[src/hdl/acs_pkg.sv]
// Purpose: Shared constants and types for the conversion sequencer
// Assumes: 250 MHz clock, APB register access with 32-bit data
// Notes: Offsets are byte addresses of aligned 32-bit words
package acs_pkg;
  // Bus widths
  localparam int DATA_W = 32;
  localparam int ADDR_W = 8;
  // Register byte offsets
  localparam logic [ADDR_W-1:0] OFS_MODE = 8'h00;
  localparam logic [ADDR_W-1:0] OFS_CHAN = 8'h04;
  localparam logic [ADDR_W-1:0] OFS_RESULT = 8'h08;
  localparam logic [ADDR_W-1:0] OFS_STATUS = 8'h0C;
  localparam logic [ADDR_W-1:0] OFS_MASK = 8'h10;
  // Mode register fields
  localparam int MODE_CE_BIT = 0;
  localparam int MODE_CS_BIT = 1;
  localparam int MODE_SEL_LSB = 2;
  localparam int SEL_W = 2;
  // Result and channel widths
  localparam int RES_BITS = 10;
  localparam int CH_W = 2;
  // Status and mask fields
  localparam int STAT_W = 2;
  localparam int STAT_DONE = 0;
  localparam int STAT_SUSPECT = 1;
  // Timing: clock period and comparator warm-up time
  localparam int CLK_NS = 4;
  localparam int WARM_US = 14;
  localparam int WARM_CYC = (WARM_US * 1000 + CLK_NS - 1) / CLK_NS;
  localparam int WARM_W = 12;
  // Sequencer timing: base bit period in clocks, phase lengths in bit periods
  localparam logic [7:0] BASE_TICK = 8'h02;
  localparam int START_DELAY_TICKS = 2;
  localparam int SAMPLE_TICKS = 2;
  // Sequencer states
  typedef enum logic [1:0] {ST_IDLE, ST_DELAY, ST_SAMPLE, ST_CONVERT} acs_state_t;
  // Signals towards the analog front end
  typedef struct packed {
    logic sampleEn;
    logic [CH_W-1:0] chanSel;
    logic [RES_BITS-1:0] trialCode;
  } acs_afe_t;
endpackage

[src/hdl/acs_sar_step.sv]
// Purpose: Successive-approximation trial register
// Assumes: compBit answers the trial code that is on trialCode
// Notes: One bit is decided for each step pulse, MSB first
`timescale 1ns/1ps
module acs_sar_step #(
  parameter int W = 10
) (
  // Clock and reset
  input wire logic clk,
  input wire logic rst_n,
  // Control
  input wire logic clear,
  input wire logic step,
  input wire logic compBit,
  // Codes
  output logic [W-1:0] trialCode,
  output logic [W-1:0] finalCode
);
  // Bit under trial, one-hot
  logic [W-1:0] mask;

  // Elaboration check on the width
  if (W < 2) begin : g_bad_width
    $error("acs_sar_step: W must be at least 2");
  end

  // Value if this step is the last
  assign finalCode = compBit ? trialCode : (trialCode & ~mask);

  // Trial update: keep or drop the bit, try the next one
  always_ff @(posedge clk) begin
    if (!rst_n || clear) begin
      mask <= {1'b1, {(W-1){1'b0}}};
      trialCode <= {1'b1, {(W-1){1'b0}}};
    end else if (step) begin
      mask <= mask >> 1;
      trialCode <= finalCode | (mask >> 1);
    end
  end
endmodule

[src/hdl/acs_sequencer.sv]
// Purpose: APB-controlled sequencer for a four-input SAR converter
// Assumes: Front end inputs are synchronous to clk
// Notes: Behaviour
//
// Design decisions made here: the register addresses and register access over APB.
`timescale 1ns/1ps
module acs_sequencer (
  // Clock and reset
  input wire logic clk,
  input wire logic rst_n,
  // APB slave
  input wire logic psel,
  input wire logic penable,
  input wire logic pwrite,
  input wire logic [acs_pkg::ADDR_W-1:0] paddr,
  input wire logic [acs_pkg::DATA_W-1:0] pwdata,
  output logic [acs_pkg::DATA_W-1:0] prdata,
  output logic pready,
  output logic pslverr,
  // Analog front end
  output acs_pkg::acs_afe_t afe,
  input wire logic compBit,
  // Interrupts
  output logic irq,
  output logic convEndIrq
);
  import acs_pkg::*;
  // Software-visible state
  logic compEnable;
  logic startBit;
  logic [SEL_W-1:0] sampleSel;
  logic [CH_W-1:0] chanSel;
  logic [RES_BITS-1:0] result;
  logic [STAT_W-1:0] status;
  logic [STAT_W-1:0] mask;
  // Sequencer state
  acs_state_t state, next_state;
  logic [4:0] tickCnt;
  logic [7:0] divCnt;
  logic [7:0] tickLen;
  logic tick;
  logic sampling;
  logic [WARM_W-1:0] warmCnt;
  // Bus strobes and events
  logic wrEn, wrMode, wrChan, cfgWr, restart;
  logic eocRaw, eoc;
  logic startRise;
  logic [RES_BITS-1:0] finalCode;
  logic [RES_BITS-1:0] trialCode;

  // Address match used by read and write decode
  function automatic logic hit(input logic [ADDR_W-1:0] a, input logic [ADDR_W-1:0] ofs);
    return a == ofs;
  endfunction

  // Write strobes at the access edge
  assign wrEn = psel && penable && pready && pwrite;
  assign wrMode = wrEn && hit(paddr, OFS_MODE);
  assign wrChan = wrEn && hit(paddr, OFS_CHAN);
  assign cfgWr = wrMode || wrChan;
  assign startRise = wrMode && pwdata[MODE_CS_BIT] && !startBit;

  // Bit period, taking a mode write at once so a restart runs at the new length
  assign tickLen = BASE_TICK << (wrMode ? pwdata[MODE_SEL_LSB +: SEL_W] : sampleSel);
  assign tick = (state != ST_IDLE) && (divCnt == 8'h00);

  // Restart of the running conversion on reconfiguration
  assign restart = cfgWr && (state == ST_SAMPLE || state == ST_CONVERT);

  // End of the last bit, and the one that counts
  assign eocRaw = (state == ST_CONVERT) && tick && (tickCnt == 5'h00);
  assign eoc = eocRaw && !cfgWr;

  // Front end outputs, all from flip-flops
  assign afe = '{sampleEn: sampling, chanSel: chanSel, trialCode: trialCode};

  // Tick counts to load on entering a state
  function automatic logic [4:0] loadCount(input acs_state_t s);
    case (s)
      ST_DELAY: loadCount = 5'(START_DELAY_TICKS - 1);
      ST_SAMPLE: loadCount = 5'(SAMPLE_TICKS - 1);
      ST_CONVERT: loadCount = 5'(RES_BITS - 1);
      default: loadCount = 5'h00;
    endcase
  endfunction

  // Next-state decode
  always_comb begin
    next_state = state;
    case (state)
      ST_IDLE: next_state = startBit ? ST_DELAY : ST_IDLE;
      ST_DELAY: next_state = (tick && tickCnt == 5'h00) ? ST_SAMPLE : ST_DELAY;
      ST_SAMPLE: next_state = (tick && tickCnt == 5'h00) ? ST_CONVERT : ST_SAMPLE;
      ST_CONVERT: next_state = eocRaw ? ST_SAMPLE : ST_CONVERT;
      default: next_state = ST_IDLE;
    endcase
    // Stop wins, then a reconfiguration restarts sampling
    if (!startBit) begin
      next_state = ST_IDLE;
    end else if (restart) begin
      next_state = ST_SAMPLE;
    end
  end

  // State register
  always_ff @(posedge clk) begin
    if (!rst_n) begin
      state <= ST_IDLE;
    end else begin
      state <= next_state;
    end
  end

  always_ff @(posedge clk) begin
    if (!rst_n) begin
      tickCnt <= 5'h00;
    end else if (next_state != state || restart) begin
      tickCnt <= loadCount(next_state);
    end else if (tick) begin
      tickCnt <= tickCnt - 5'h01;
    end
  end

  always_ff @(posedge clk) begin
    if (!rst_n) begin
      divCnt <= 8'h00;
    end else if (state == ST_IDLE || restart || divCnt == 8'h00) begin
      divCnt <= tickLen - 8'h01;
    end else begin
      divCnt <= divCnt - 8'h01;
    end
  end

  // Sampling switch follows the sample state
  always_ff @(posedge clk) begin
    if (!rst_n) begin
      sampling <= 1'b0;
    end else begin
      sampling <= (next_state == ST_SAMPLE);
    end
  end

  // SAR trial register
  acs_sar_step #(.W(RES_BITS)) u_sar (
    .clk(clk),
    .rst_n(rst_n),
    .clear(next_state == ST_SAMPLE),
    .step(state == ST_CONVERT && tick),
    .compBit(compBit),
    .trialCode(trialCode),
    .finalCode(finalCode)
  );

  // Comparator warm-up timer
  always_ff @(posedge clk) begin
    if (!rst_n || !compEnable) begin
      warmCnt <= '0;
    end else if (warmCnt != WARM_W'(WARM_CYC)) begin
      warmCnt <= warmCnt + 1'b1;
    end
  end

  // Mode and channel registers
  always_ff @(posedge clk) begin
    if (!rst_n) begin
      compEnable <= 1'b0;
      startBit <= 1'b0;
      sampleSel <= '0;
      chanSel <= '0;
    end else begin
      if (wrMode) begin
        compEnable <= pwdata[MODE_CE_BIT];
        startBit <= pwdata[MODE_CS_BIT];
        sampleSel <= pwdata[MODE_SEL_LSB +: SEL_W];
      end
      if (wrChan) begin
        chanSel <= pwdata[CH_W-1:0];
      end
    end
  end

  always_ff @(posedge clk) begin
    if (!rst_n) begin
      result <= '0;
    end else if (eoc) begin
      result <= finalCode;
    end
  end

  always_ff @(posedge clk) begin
    if (!rst_n) begin
      status <= '0;
    end else begin
      for (int i = 0; i < STAT_W; i++) begin
        if (wrEn && hit(paddr, OFS_STATUS) && pwdata[i]) begin
          status[i] <= 1'b0;
        end
      end
      // Set wins over a clear in the same cycle
      if (eoc) begin
        status[STAT_DONE] <= 1'b1;
      end
      if (startRise && (!pwdata[MODE_CE_BIT] || warmCnt != WARM_W'(WARM_CYC))) begin
        status[STAT_SUSPECT] <= 1'b1;
      end
    end
  end

  // Mask register and interrupt outputs
  always_ff @(posedge clk) begin
    if (!rst_n) begin
      mask <= '0;
      irq <= 1'b0;
      convEndIrq <= 1'b0;
    end else begin
      if (wrEn && hit(paddr, OFS_MASK)) begin
        mask <= pwdata[STAT_W-1:0];
      end
      irq <= |(status & mask);
      convEndIrq <= eoc;
    end
  end

  always_ff @(posedge clk) begin
    if (!rst_n) begin
      prdata <= '0;
      pready <= 1'b0;
      pslverr <= 1'b0;
    end else begin
      pready <= psel && !penable;
      if (psel && !penable) begin
        pslverr <= 1'b0;
        prdata <= '0;
        if (hit(paddr, OFS_MODE)) begin
          prdata <= DATA_W'({sampleSel, startBit, compEnable});
        end else if (hit(paddr, OFS_CHAN)) begin
          prdata <= DATA_W'(chanSel);
        end else if (hit(paddr, OFS_RESULT)) begin
          prdata <= DATA_W'(result);
        end else if (hit(paddr, OFS_STATUS)) begin
          prdata <= DATA_W'(status);
        end else if (hit(paddr, OFS_MASK)) begin
          prdata <= DATA_W'(mask);
        end else begin
          pslverr <= 1'b1;
        end
      end
    end
  end

  // Helper: cycles spent in sample and convert phases
  logic [15:0] sampCyc, convCyc;
  always_ff @(posedge clk) begin
    if (!rst_n) begin
      sampCyc <= '0;
      convCyc <= '0;
    end else begin
      if (next_state == ST_SAMPLE) begin
        sampCyc <= (state != ST_SAMPLE || restart) ? 16'h0001 : sampCyc + 16'h0001;
      end
      if (next_state == ST_CONVERT) begin
        convCyc <= (state != ST_CONVERT) ? 16'h0001 : convCyc + 16'h0001;
      end
    end
  end
endmodule

[config.mk]
export PLATFORM = sky130hd
export DESIGN_NAME = acs_sequencer
export DESIGN_NICKNAME = d
export VERILOG_FILES = /design/src/hdl/acs_pkg.sv /design/src/hdl/acs_sar_step.sv /design/src/hdl/acs_sequencer.sv
export SDC_FILE = /design/constraint.sdc
export NUM_CORES = 1
export LEC_CHECK = 0
export ABC_AREA = 1
export BUFFER_PORTS_ARGS = -buffer_cell sky130_fd_sc_hd__clkbuf_2
export CAP_MARGIN = 40
export CORE_MARGIN = 2
export CORE_UTILIZATION = 40
export CTS_CLUSTER_DIAMETER = 80
export CTS_CLUSTER_SIZE = 24
export DETAILED_ROUTE_END_ITERATION = 16
export GPL_TIMING_DRIVEN = 0
export PLACE_DENSITY = 0.72
export SLEW_MARGIN = 10
export SYNTH_ARGS = -nofsm -noshare
export SYNTH_HDL_FRONTEND = slang
export SYNTH_HIERARCHICAL = 1
export SYNTH_SLANG_ARGS = --single-unit
[constraint.sdc]
create_clock -name clk -period 2.6 [get_ports clk]
set_clock_uncertainty 0.1 [all_clocks]
set_input_delay 0.26 -clock clk [delete_from_list [all_inputs] [get_ports clk]]
set_output_delay 0.26 -clock clk [all_outputs]
set_load 0.01 [all_outputs]
## Word-level counts from Yosys, hierarchy flattened

Index checks and enable logic that the tools add are counted.

- Output and inout port bits: 49
- Register bits: 104
- Input bits: 46
- Logic and storage cells: 110

- Bitwise logic cells: 4
- Add/subtract/negate cells: 4
- Reductions and logical operators: 43
- Shift-type cells: 1
- Mux-type cells: 26
- Eq/ne operators: 12

Operator list:

| operator | count |
|---|---|
| two-way mux 10 bit | 4 |
| logical AND 1 bit | 19 |
| equality test 8 x 4 -> 1 bit, second input constant | 2 |
| zero test 8 bit | 2 |
| subtractor 8 x 1 -> 8 bit, second input constant | 2 |
| adder 12 x 1 -> 12 bit, second input constant | 1 |
| two-way mux 2 bit | 6 |
| != test 12 bit, second input constant | 1 |
| two-way mux 1 bit | 11 |
| bitwise AND 10 bit | 1 |
| two-way mux 5 bit | 2 |
| inverter 10 bit | 1 |
| OR 10 x 9 -> 10 bit | 1 |
| equality test 2 bit, second input constant | 4 |
| equality test 8 x 3 -> 1 bit, second input constant | 1 |
| equality test 8 x 5 -> 1 bit, second input constant | 1 |
| logical OR 1 bit | 8 |
| two-way mux 8 bit | 1 |
| one-hot mux 2 bit (4 select lines) | 1 |
| one-hot mux 4 bit (2 select lines) | 1 |
| nonzero test 2 bit | 4 |
| left shift 2 x 2 -> 8 bit, first input constant | 1 |
| zero test 1 bit | 6 |
| zero test 5 bit | 1 |
| 6 further kinds | 8 |

## Longest topological paths before layout

Gate-level depths: netlist of run 1.

- Depth after elaboration: 12
- Mapped depth: 18

## Cells and area by module

Netlist of run 1, hierarchy kept.

By module, submodules not included:

| module | cells each | times used | area an instance (µm²) |
|---|---|---|---|
| acs_sequencer | 445 | 1 | 3,220.6 |
| acs_sar_step | 115 | 1 | 808.3 |

## Worst setup path before layout of run 1

No wires, ideal clock.

- Path type: reg2reg
- Start: reg pready
- End: reg divCnt[6]
- Data arrival time: 1,929 ps
- Stages on the path, launching flop included: 18
- Data required time: 2,436 ps
- Setup time: 64 ps
- Slack: 507 ps
- Path buffers: 0
- Cells stage by stage: dfxtp_1 > nand2_1 > nor2_8 > nand3_2 > nand2_4 > nand2_4 > nand2_4 > inv_4 > nand2_1 > nand2_1 > inv_1 > ha_1 > inv_1 > nor2_2 > nand3_1 > nand2_1 > inv_1 > nor2_1

- Word-level cells in the longest chain between the ends: 8
- Elaborated cells on any way between the ends: 12

RTL lines:

| what | line | source |
|---|---|---|
| from (decl) | acs_sequencer.sv:18 | `output logic pready,` |
| from (signal assigned) | acs_sequencer.sv:230 | `pready <= psel && !penable;` |
| logical AND 1 bit * (2 in series) | acs_sequencer.sv:57 | `assign wrEn = psel && penable && pready && pwrite;` |
| parallel branches: the longest is 5 deep, another holds subtractor 8 x 1 -> 8 bit | - |  |
| two-way mux 8 bit * | acs_sequencer.sv:127 | `end else if (state == ST_IDLE \|\| restart \|\| divCnt == 8'h00) begin` |
| to (signal assigned) | acs_sequencer.sv:128 | `divCnt <= tickLen - 8'h01;` |
| to (signal assigned) | acs_sequencer.sv:130 | `divCnt <= divCnt - 8'h01;` |
| to (decl) | acs_sequencer.sv:39 | `logic [7:0] divCnt;` |

Mark *: on every way between the ends.
A chain may end at the register's enable or synchronous reset.

## Worst setup path after layout of run 1

Same ends and word-level chain as after synthesis.

==> results of run 1 <==
## state kept, by name, indices dropped and copies added (netlist names)
signal,flops
prdata,10
u_sar/trialCode,10
sampling,1
warmCnt,12
pready,1
status,2
tickCnt,5
chanSel,2
result,10
irq,1
startBit,1
state,2
compEnable,1
pslverr,1
convEndIrq,1
sampleSel,2
u_sar/mask,10
divCnt,8
mask,2
## repair_timing
action,4_1_cts,5_1_grt
endpoints found under the setup margin,0,1
setup buffers,0,0
gates resized for setup,0,1
## per-stage QoR
step | cells | setup slack [ps] | hold slack [ps]
final | 775 | 268 | 108
after global routing | 775 | 51.8 | 146
after CTS | 775 | 227 | 92.5
after detailed placement | 759 | 212 | 361
after global placement | 758 | 265 | 347
after floorplan | 581 | 507 | 323
## cells in the mapped netlist
library cell	instances	area [um^2]
inv_2	5	18.8
clkbuf_1	4	15.0
inv_4	1	6.26
o31ai_1	1	7.51
buf_6	2	22.5
o221ai_1	2	17.5
nand2_1	109	409
conb_1	1	3.75
xnor2_1	2	17.5
a21oi_2	1	8.76
a31oi_1	2	12.5
nand3_1	37	185
nor4_1	3	18.8
o21ai_0	26	130
nor3b_2	1	12.5
nor2_2	5	31.3
nor3_1	5	25.0
nor2_1	93	349
nand4_1	8	50.1
a21oi_1	38	190
inv_1	66	248
nand2_2	3	18.8
nand2_4	8	90.1
o21a_1	3	22.5
nand3b_1	4	30.0
nor3_4	1	16.3
nand3_2	1	10.0
clkinv_1	1	3.75
xor2_1	3	26.3
nor2_4	3	33.8
ha_1	5	62.6
o211ai_1	1	7.51
nor2_8	3	60.1
buf_2	1	5.00
a211oi_1	3	22.5
nor4_2	1	12.5
buf_4	24	180
dfxtp_1	82	1640
or2_1	1	6.26
## critical path: cells and delay by family, from the launching register on
| kind | cells | cell delay, ps |
|---|---|---|
| buffers and inverters | 4 | 240 |
| adders and majority gates | 1 | 160 |
| DFF | 1 | 350 |
| and+or+nand+nor | 12 | 1430 |
## cell families after synthesis
| kind of cell | after synthesis |
|---|---|
| other | 1 |
| AOI/OAI and AO/OA | 77 |
| and+or+nand+nor | 286 |
| adders and majority gates | 5 |
| buffers and inverters | 104 |
| xor gates and xnor gates | 5 |
| DFF | 82 |
## final cells by class
cell class / instances / area share
clock inverter: 5 / 0.00826
buffer: 31 / 0.0474
timing repair buffer: 45 / 0.0485
clock buffer: 11 / 0.0322
tap: 133 / 0.0354
sequential: 82 / 0.349
multi-input combinational: 395 / 0.420
inverter: 73 / 0.0589
## per-layer routing
layer / vias to the layer above / routed length (um) / share of wire / GRT usage
met5: - / 0 / 0 / 0
met4: 0 / 170 / 0.018 / 0.0753
met3: 17 / 570 / 0.061 / 0.0382
met2: 114 / 4410 / 0.47 / 0.291
met1: 1648 / 4150 / 0.45 / 0.215
li1: 1895 / - / - / -
## final timing paths
| check | slack (ps) | start | to | depth (start not counted) |
|---|---|---|---|---|
| setup / recovery | 270 | pready | divCnt[6] | 17 |
| hold / removal | 110 | pwdata[1] | mask[1] | 3 |
| setup reg to reg | 270 | pready | divCnt[6] | 17 |
| hold reg to reg | 370 | result[2] | result[2] | 2 |
## power by group
part | internal (mW) | leakage [nW] | total, mW | switching, mW
logic | 0.0483 | 1.51 | 0.128 | 0.0797
clock network | 0.402 | 0.0955 | 0.881 | 0.479
registers | 1.26 | 0.661 | 1.26 | 0.00294
==> out/qor.txt, run 1 <==
Slew Viols, Final - 0
Post-Syn Area - 4030 um^2
I/O Buffers - 44
Gate Count Post-Synth - 560
Remaining antenna violation count - 0
Maxcap violations - 0
Crit path DAT - 2530 ps
Multi-input combinational cell area - 1970 um^2
Largest family of logic cells by synthesized area - simple AND/OR/NAND/NOR gates
CTS Sinks - 82
Design Power - 2.27 mW
Final hold vios - 0
Chip height - 104 um
Area of the die - 10,900 um^2
Adder-cell share of the synthesized area - 0.0155
Via/cell ratio - 4.74
Remaining DRCs - 0
Die X - 104 um
Most frequent cells in the layout - nand2_1, nor2_1, dfxtp_1
Compound-Gate Fraction of Synth Area - 0.104
Synth warnings - 6
Syn_area_per_cell - 7.19 um^2
Simple-Gate Fraction of Synth Area - 0.337
Worst slew pin tran - 561 ps
Sum of negative setup slack - 0 ps
CTS tree - yes
Syn-to-layout area delta - 16.6%
Outcome - completed
Period utilisation layout - 0.897
Vias in the first global route - 3,452
Ratio of cells with drive above 1 in the final layout - 0.188
Pin count of the biggest net entering global routing - 15
Leakage dissipation - 2.27 nW
Worst VDD drop - 0.349 mV
Row count - 36
Min Tclk post-route - 2330 ps
CP max stage cell - dfxtp_1
Final Cell Area - 4700 um^2
Seq cells post-synth - 82
First DRT Iteration DRCs - 223
Maximum clock path buffer count - 2
Gr usage total - 0.174
Cells along the critical path - nand2_1, nor2_8, nand3_2, nand2_4, nand2_4, nand2_4, inv_4, nand2_1, nand2_1, inv_1, ha_1, inv_1, nor2_4, nand3_1, nand2_1, inv_1, nor2_1
Count of final setup violators - 0
Final-stage net count - 688
Average wire per standard cell - 12.0 um
WS Path Type - reg2reg
Via count - 3,674
Layout Utilization - 0.481
Synth unique cells - 39
Antenna diodes - 0
CTS root buf - clkbuf_8
Max_slew headroom - 0.626
Gpl congestion - 0.903
Pwr/cell area - 484 nW/um^2
Post-synthesis sequential area ratio - 0.407
Register area - 1640 um^2
Most common cell after layout, fill and taps aside - nand2_1
WL final - 9300 um
H-tree levels - 3
Remaining global-route overflow - 0
Initial antenna violation count - 0
Clock buffer count from CTS - 9
CP Data Required Time - 2800 ps
Worst skew pair latency - 360 ps
Worst path max stage delay - 350 ps
Synth Area in XOR/XNOR - 0.0109
Drt first pass iters - 4
Core footprint - 9770 um^2
Ports - 95
Fmax - 0.429 GHz
Starting Density - 0.412
Critical Path Most Common Cell - nand2_1
Multiplexer area fraction after synthesis - 0
Placed cell areas - 4500 um^2
Cts hold-fix bufs - 0
RSZ-0062 raised after global routing - false
First-pass GRT wire length - 15,400 um
Worst Setup Start Kind - register
DPL Wire Length - 7070 um
Crit end category - register
Fill count - 997
Clock transition at the registers of the reported paths - 90 ps
Hold Crit Class - in2reg
CP Max Fanout - 9
(Power assumes the default switching activity.)
==> inputs of run 2 (changes only) <==
--- a/config.mk
+++ b/config.mk
@@ -6,8 +6,9 @@
 export NUM_CORES = 1
 export LEC_CHECK = 0
 export ABC_AREA = 1
-export BUFFER_PORTS_ARGS = -buffer_cell sky130_fd_sc_hd__clkbuf_2
+export BUFFER_PORTS_ARGS = -buffer_cell sky130_fd_sc_hd__buf_2
 export CAP_MARGIN = 40
+export CORE_ASPECT_RATIO = 1.1
 export CORE_MARGIN = 2
 export CORE_UTILIZATION = 40
 export CTS_CLUSTER_DIAMETER = 80
==> constraint.sdc (replaced) <==
create_clock -name clk -period 2.4 [get_ports clk]
set_clock_uncertainty 0.1 [all_clocks]
set_input_delay 0.24 -clock clk [delete_from_list [all_inputs] [get_ports clk]]
set_output_delay 0.24 -clock clk [all_outputs]
set_load 0.01 [all_outputs]
==> out/qor.txt, run 2 (same netlist as run 1, synthesis figures left out) <==
Outcome - completed
Maximum clock path buffer count - 2 (unchanged)
Register area - 1640 um^2 (unchanged)
Design Power - 2.65 mW (+17%)
CTS tree - yes
Fmax - 0.442 GHz (+3.1%)
Largest register FFs - 12 (unchanged)
Non-filler cells, final - 763 (-1.5%)
Layout Utilization - 0.481 (+0.000896)
Period utilisation layout - 0.942 (+0.0452)
Final hold vios - 0 (unchanged)
Slew Viols, Final - 0 (unchanged)
Starting Density - 0.409 (-0.00283)
Internal power - 2.02 mW (+18%)
Most frequent cells in the layout - nand2_1, nor2_1, dfxtp_1
CP delay by family, top - simple AND/OR/NAND/NOR gates
Via/cell ratio - 4.89 (+3.1%)
WS Path Type - reg2reg
Average wire per standard cell - 11.8 um (-1.6%)
Critical path buffer and inverter count - 3 (-1)
Worst skew pair latency - 360 ps (about the same)
Clock transition at the registers of the reported paths - 100 ps (about the same)
Final-stage net count - 689 (+0.15%)
Worst Setup Start Kind - register
Ratio of cells with drive above 1 in the final layout - 0.191 (+0.00282)
Chip height - 109 um (+4.7%)
First-pass GRT wire length - 15,000 um (-2.5%)
Routing usage on met3 - 0.0314 (-0.00681)
Gpl congestion - 0.853 (-5.6%)
P_sw - 0.630 mW (+12%)
Antenna diodes - 0 (unchanged)
Core footprint - 9840 um^2 (+0.69%)
Cells along the critical path - nand2_2, nor2_8, nand3_4, nand2_4, nand2_4, nand2_4, inv_4, nand2_1, nand2_1, inv_1, ha_1, inv_1, nor2_4, nand3_1, nand2_1, a21oi_1
CTS root buf - clkbuf_8
Vias in the first global route - 3,464 (+0.35%)
Most common cell after layout, fill and taps aside - nand2_1
Drt first pass iters - 5 (+1)
WL final - 9010 um (-3.1%)
Multi-input combinational cell area - 1980 um^2 (+0.51%)
Syn-to-layout area delta - 17.6%
Gr usage total - 0.169 (-0.00517)
Pwr/cell area - 560 nW/um^2 (+16%)
Maxcap violations - 0 (unchanged)
Fill count - 965 (-3.2%)
Row count - 38 (+5.6%)
Pin count of the biggest net entering global routing - 17 (+2)
Remaining antenna violation count - 0 (unchanged)
Worst VDD drop - 0.355 mV (+1.8%)
Max_slew headroom - 0.452 (-0.174)
CP max stage cell - dfxtp_1
Count of final setup violators - 0 (unchanged)
Initial antenna violation count - 0 (unchanged)
Crit end category - register
DPL Wire Length - 6920 um (-2.2%)
Worst slew pin tran - 816 ps (+255 ps)
H-tree levels - 3 (unchanged)
Largest Register - warmCnt
Met1 usage - 0.206 (-0.00831)
Sequential cell fraction of total power - 0.515 (-0.041)
CP Data Required Time - 2540 ps (-260 ps)
Worst path max stage delay - 370 ps (+20 ps)
Grt peak-use layer - met2
Clock buffer count from CTS - 9 (unchanged)
Min Tclk post-route - 2260 ps (-70.9 ps)
Remaining global-route overflow - 0 (unchanged)
Die X - 99.7 um (-4.5%)
Placed insts - 745 (-1.8%)
I/O Buffers - 44 (unchanged)
First DRT Iteration DRCs - 127 (-43%)
Hold Crit Class - in2reg
Area of the die - 10,900 um^2 (about the same)
Remaining DRCs - 0 (unchanged)
Leakage dissipation - 2.31 nW (+1.9%)
Via count - 3,728 (+1.5%)
CP Max Fanout - 8 (-1)
Switch share - 0.237 (-0.00972)
CTS Sinks - 82 (unchanged)
Combinational Power Share - 0.053 (-0.003)
Met2 Resource Use GR - 0.301 (+0.00936)
Crit path DAT - 2400 ps (-130 ps)
Clk network pwr share - 0.432 (+0.044)
Ports - 95 (unchanged)
run 2: changes by cell type in the layout (fill, tap and decap cells not counted), sizes merged:
cell	delta
buf	+45
bufinv	+2
clkbuf	-46
clkinv	-3
clkinvlp	-1
inv	+4
run 2: layout make-up:
cell class / instances / area share
inverters: 73 / 0.0584
flip-flops and latches: 82 / 0.346
repair buffers: 46 / 0.0496
plain buffers: 31 / 0.0470
clock buffers: 9 / 0.0261
well taps: 120 / 0.0317
clock inverters: 7 / 0.0224
multi-input cells: 395 / 0.418
run 2: timing repair:
| action | in CTS | in global routing |
|---|---|---|
| hold buffers | 0 | 0 |
| buffers inserted | 0 | 2 |
| gates resized for setup | 0 | 3 |
| endpoints found under the setup margin | 0 | 4 |
| endpoints found under the hold margin | 0 | 0 |
run 2: per-layer routing:
layer | part of all wire | wire, um
met1 | 0.44 | 4000
met2 | 0.49 | 4430
met3 | 0.050 | 454
met4 | 0.014 | 122
met5 | 0 | 0
run 2: worst min-delay path: stages:
cell and delay, ps:
buf_2 100, o21ai_0 120, nand3_1 80
run 2: stage by stage:
stage          TNS, ps  setup WS [ps]  hold slack [ps]  area (um^2)
2_1_floorplan        0            307              303         4110
4_1_cts              0           63.7             91.7         4710
6_report             0            139              105         4740
3_3_place_gp         0            123              347         4480
3_5_place_dp         0           63.2              350         4480
5_1_grt          -34.7          -18.5              139         4740
run 2: worst paths after layout:
check	startpoint	to	cells after the start	slack (ps)
worst min register to register	result[9]	prdata[9]	2	370
worst min-delay path	compBit	u_sar/trialCode[9]	3	100
worst max register to register	pready	divCnt[4]	16	140
worst max-delay path	pready	divCnt[4]	16	140
run 2: power by group through the flow:
stage	Sequential [mW]	Combinational (mW)	Clock [mW]
2_1_floorplan	1.40	0.0915	0
3_3_place_gp	1.40	0.134	0
3_5_place_dp	1.40	0.136	0
4_1_cts	1.37	0.136	1.16
5_1_grt	1.37	0.154	1.23
6_report	1.37	0.140	1.15
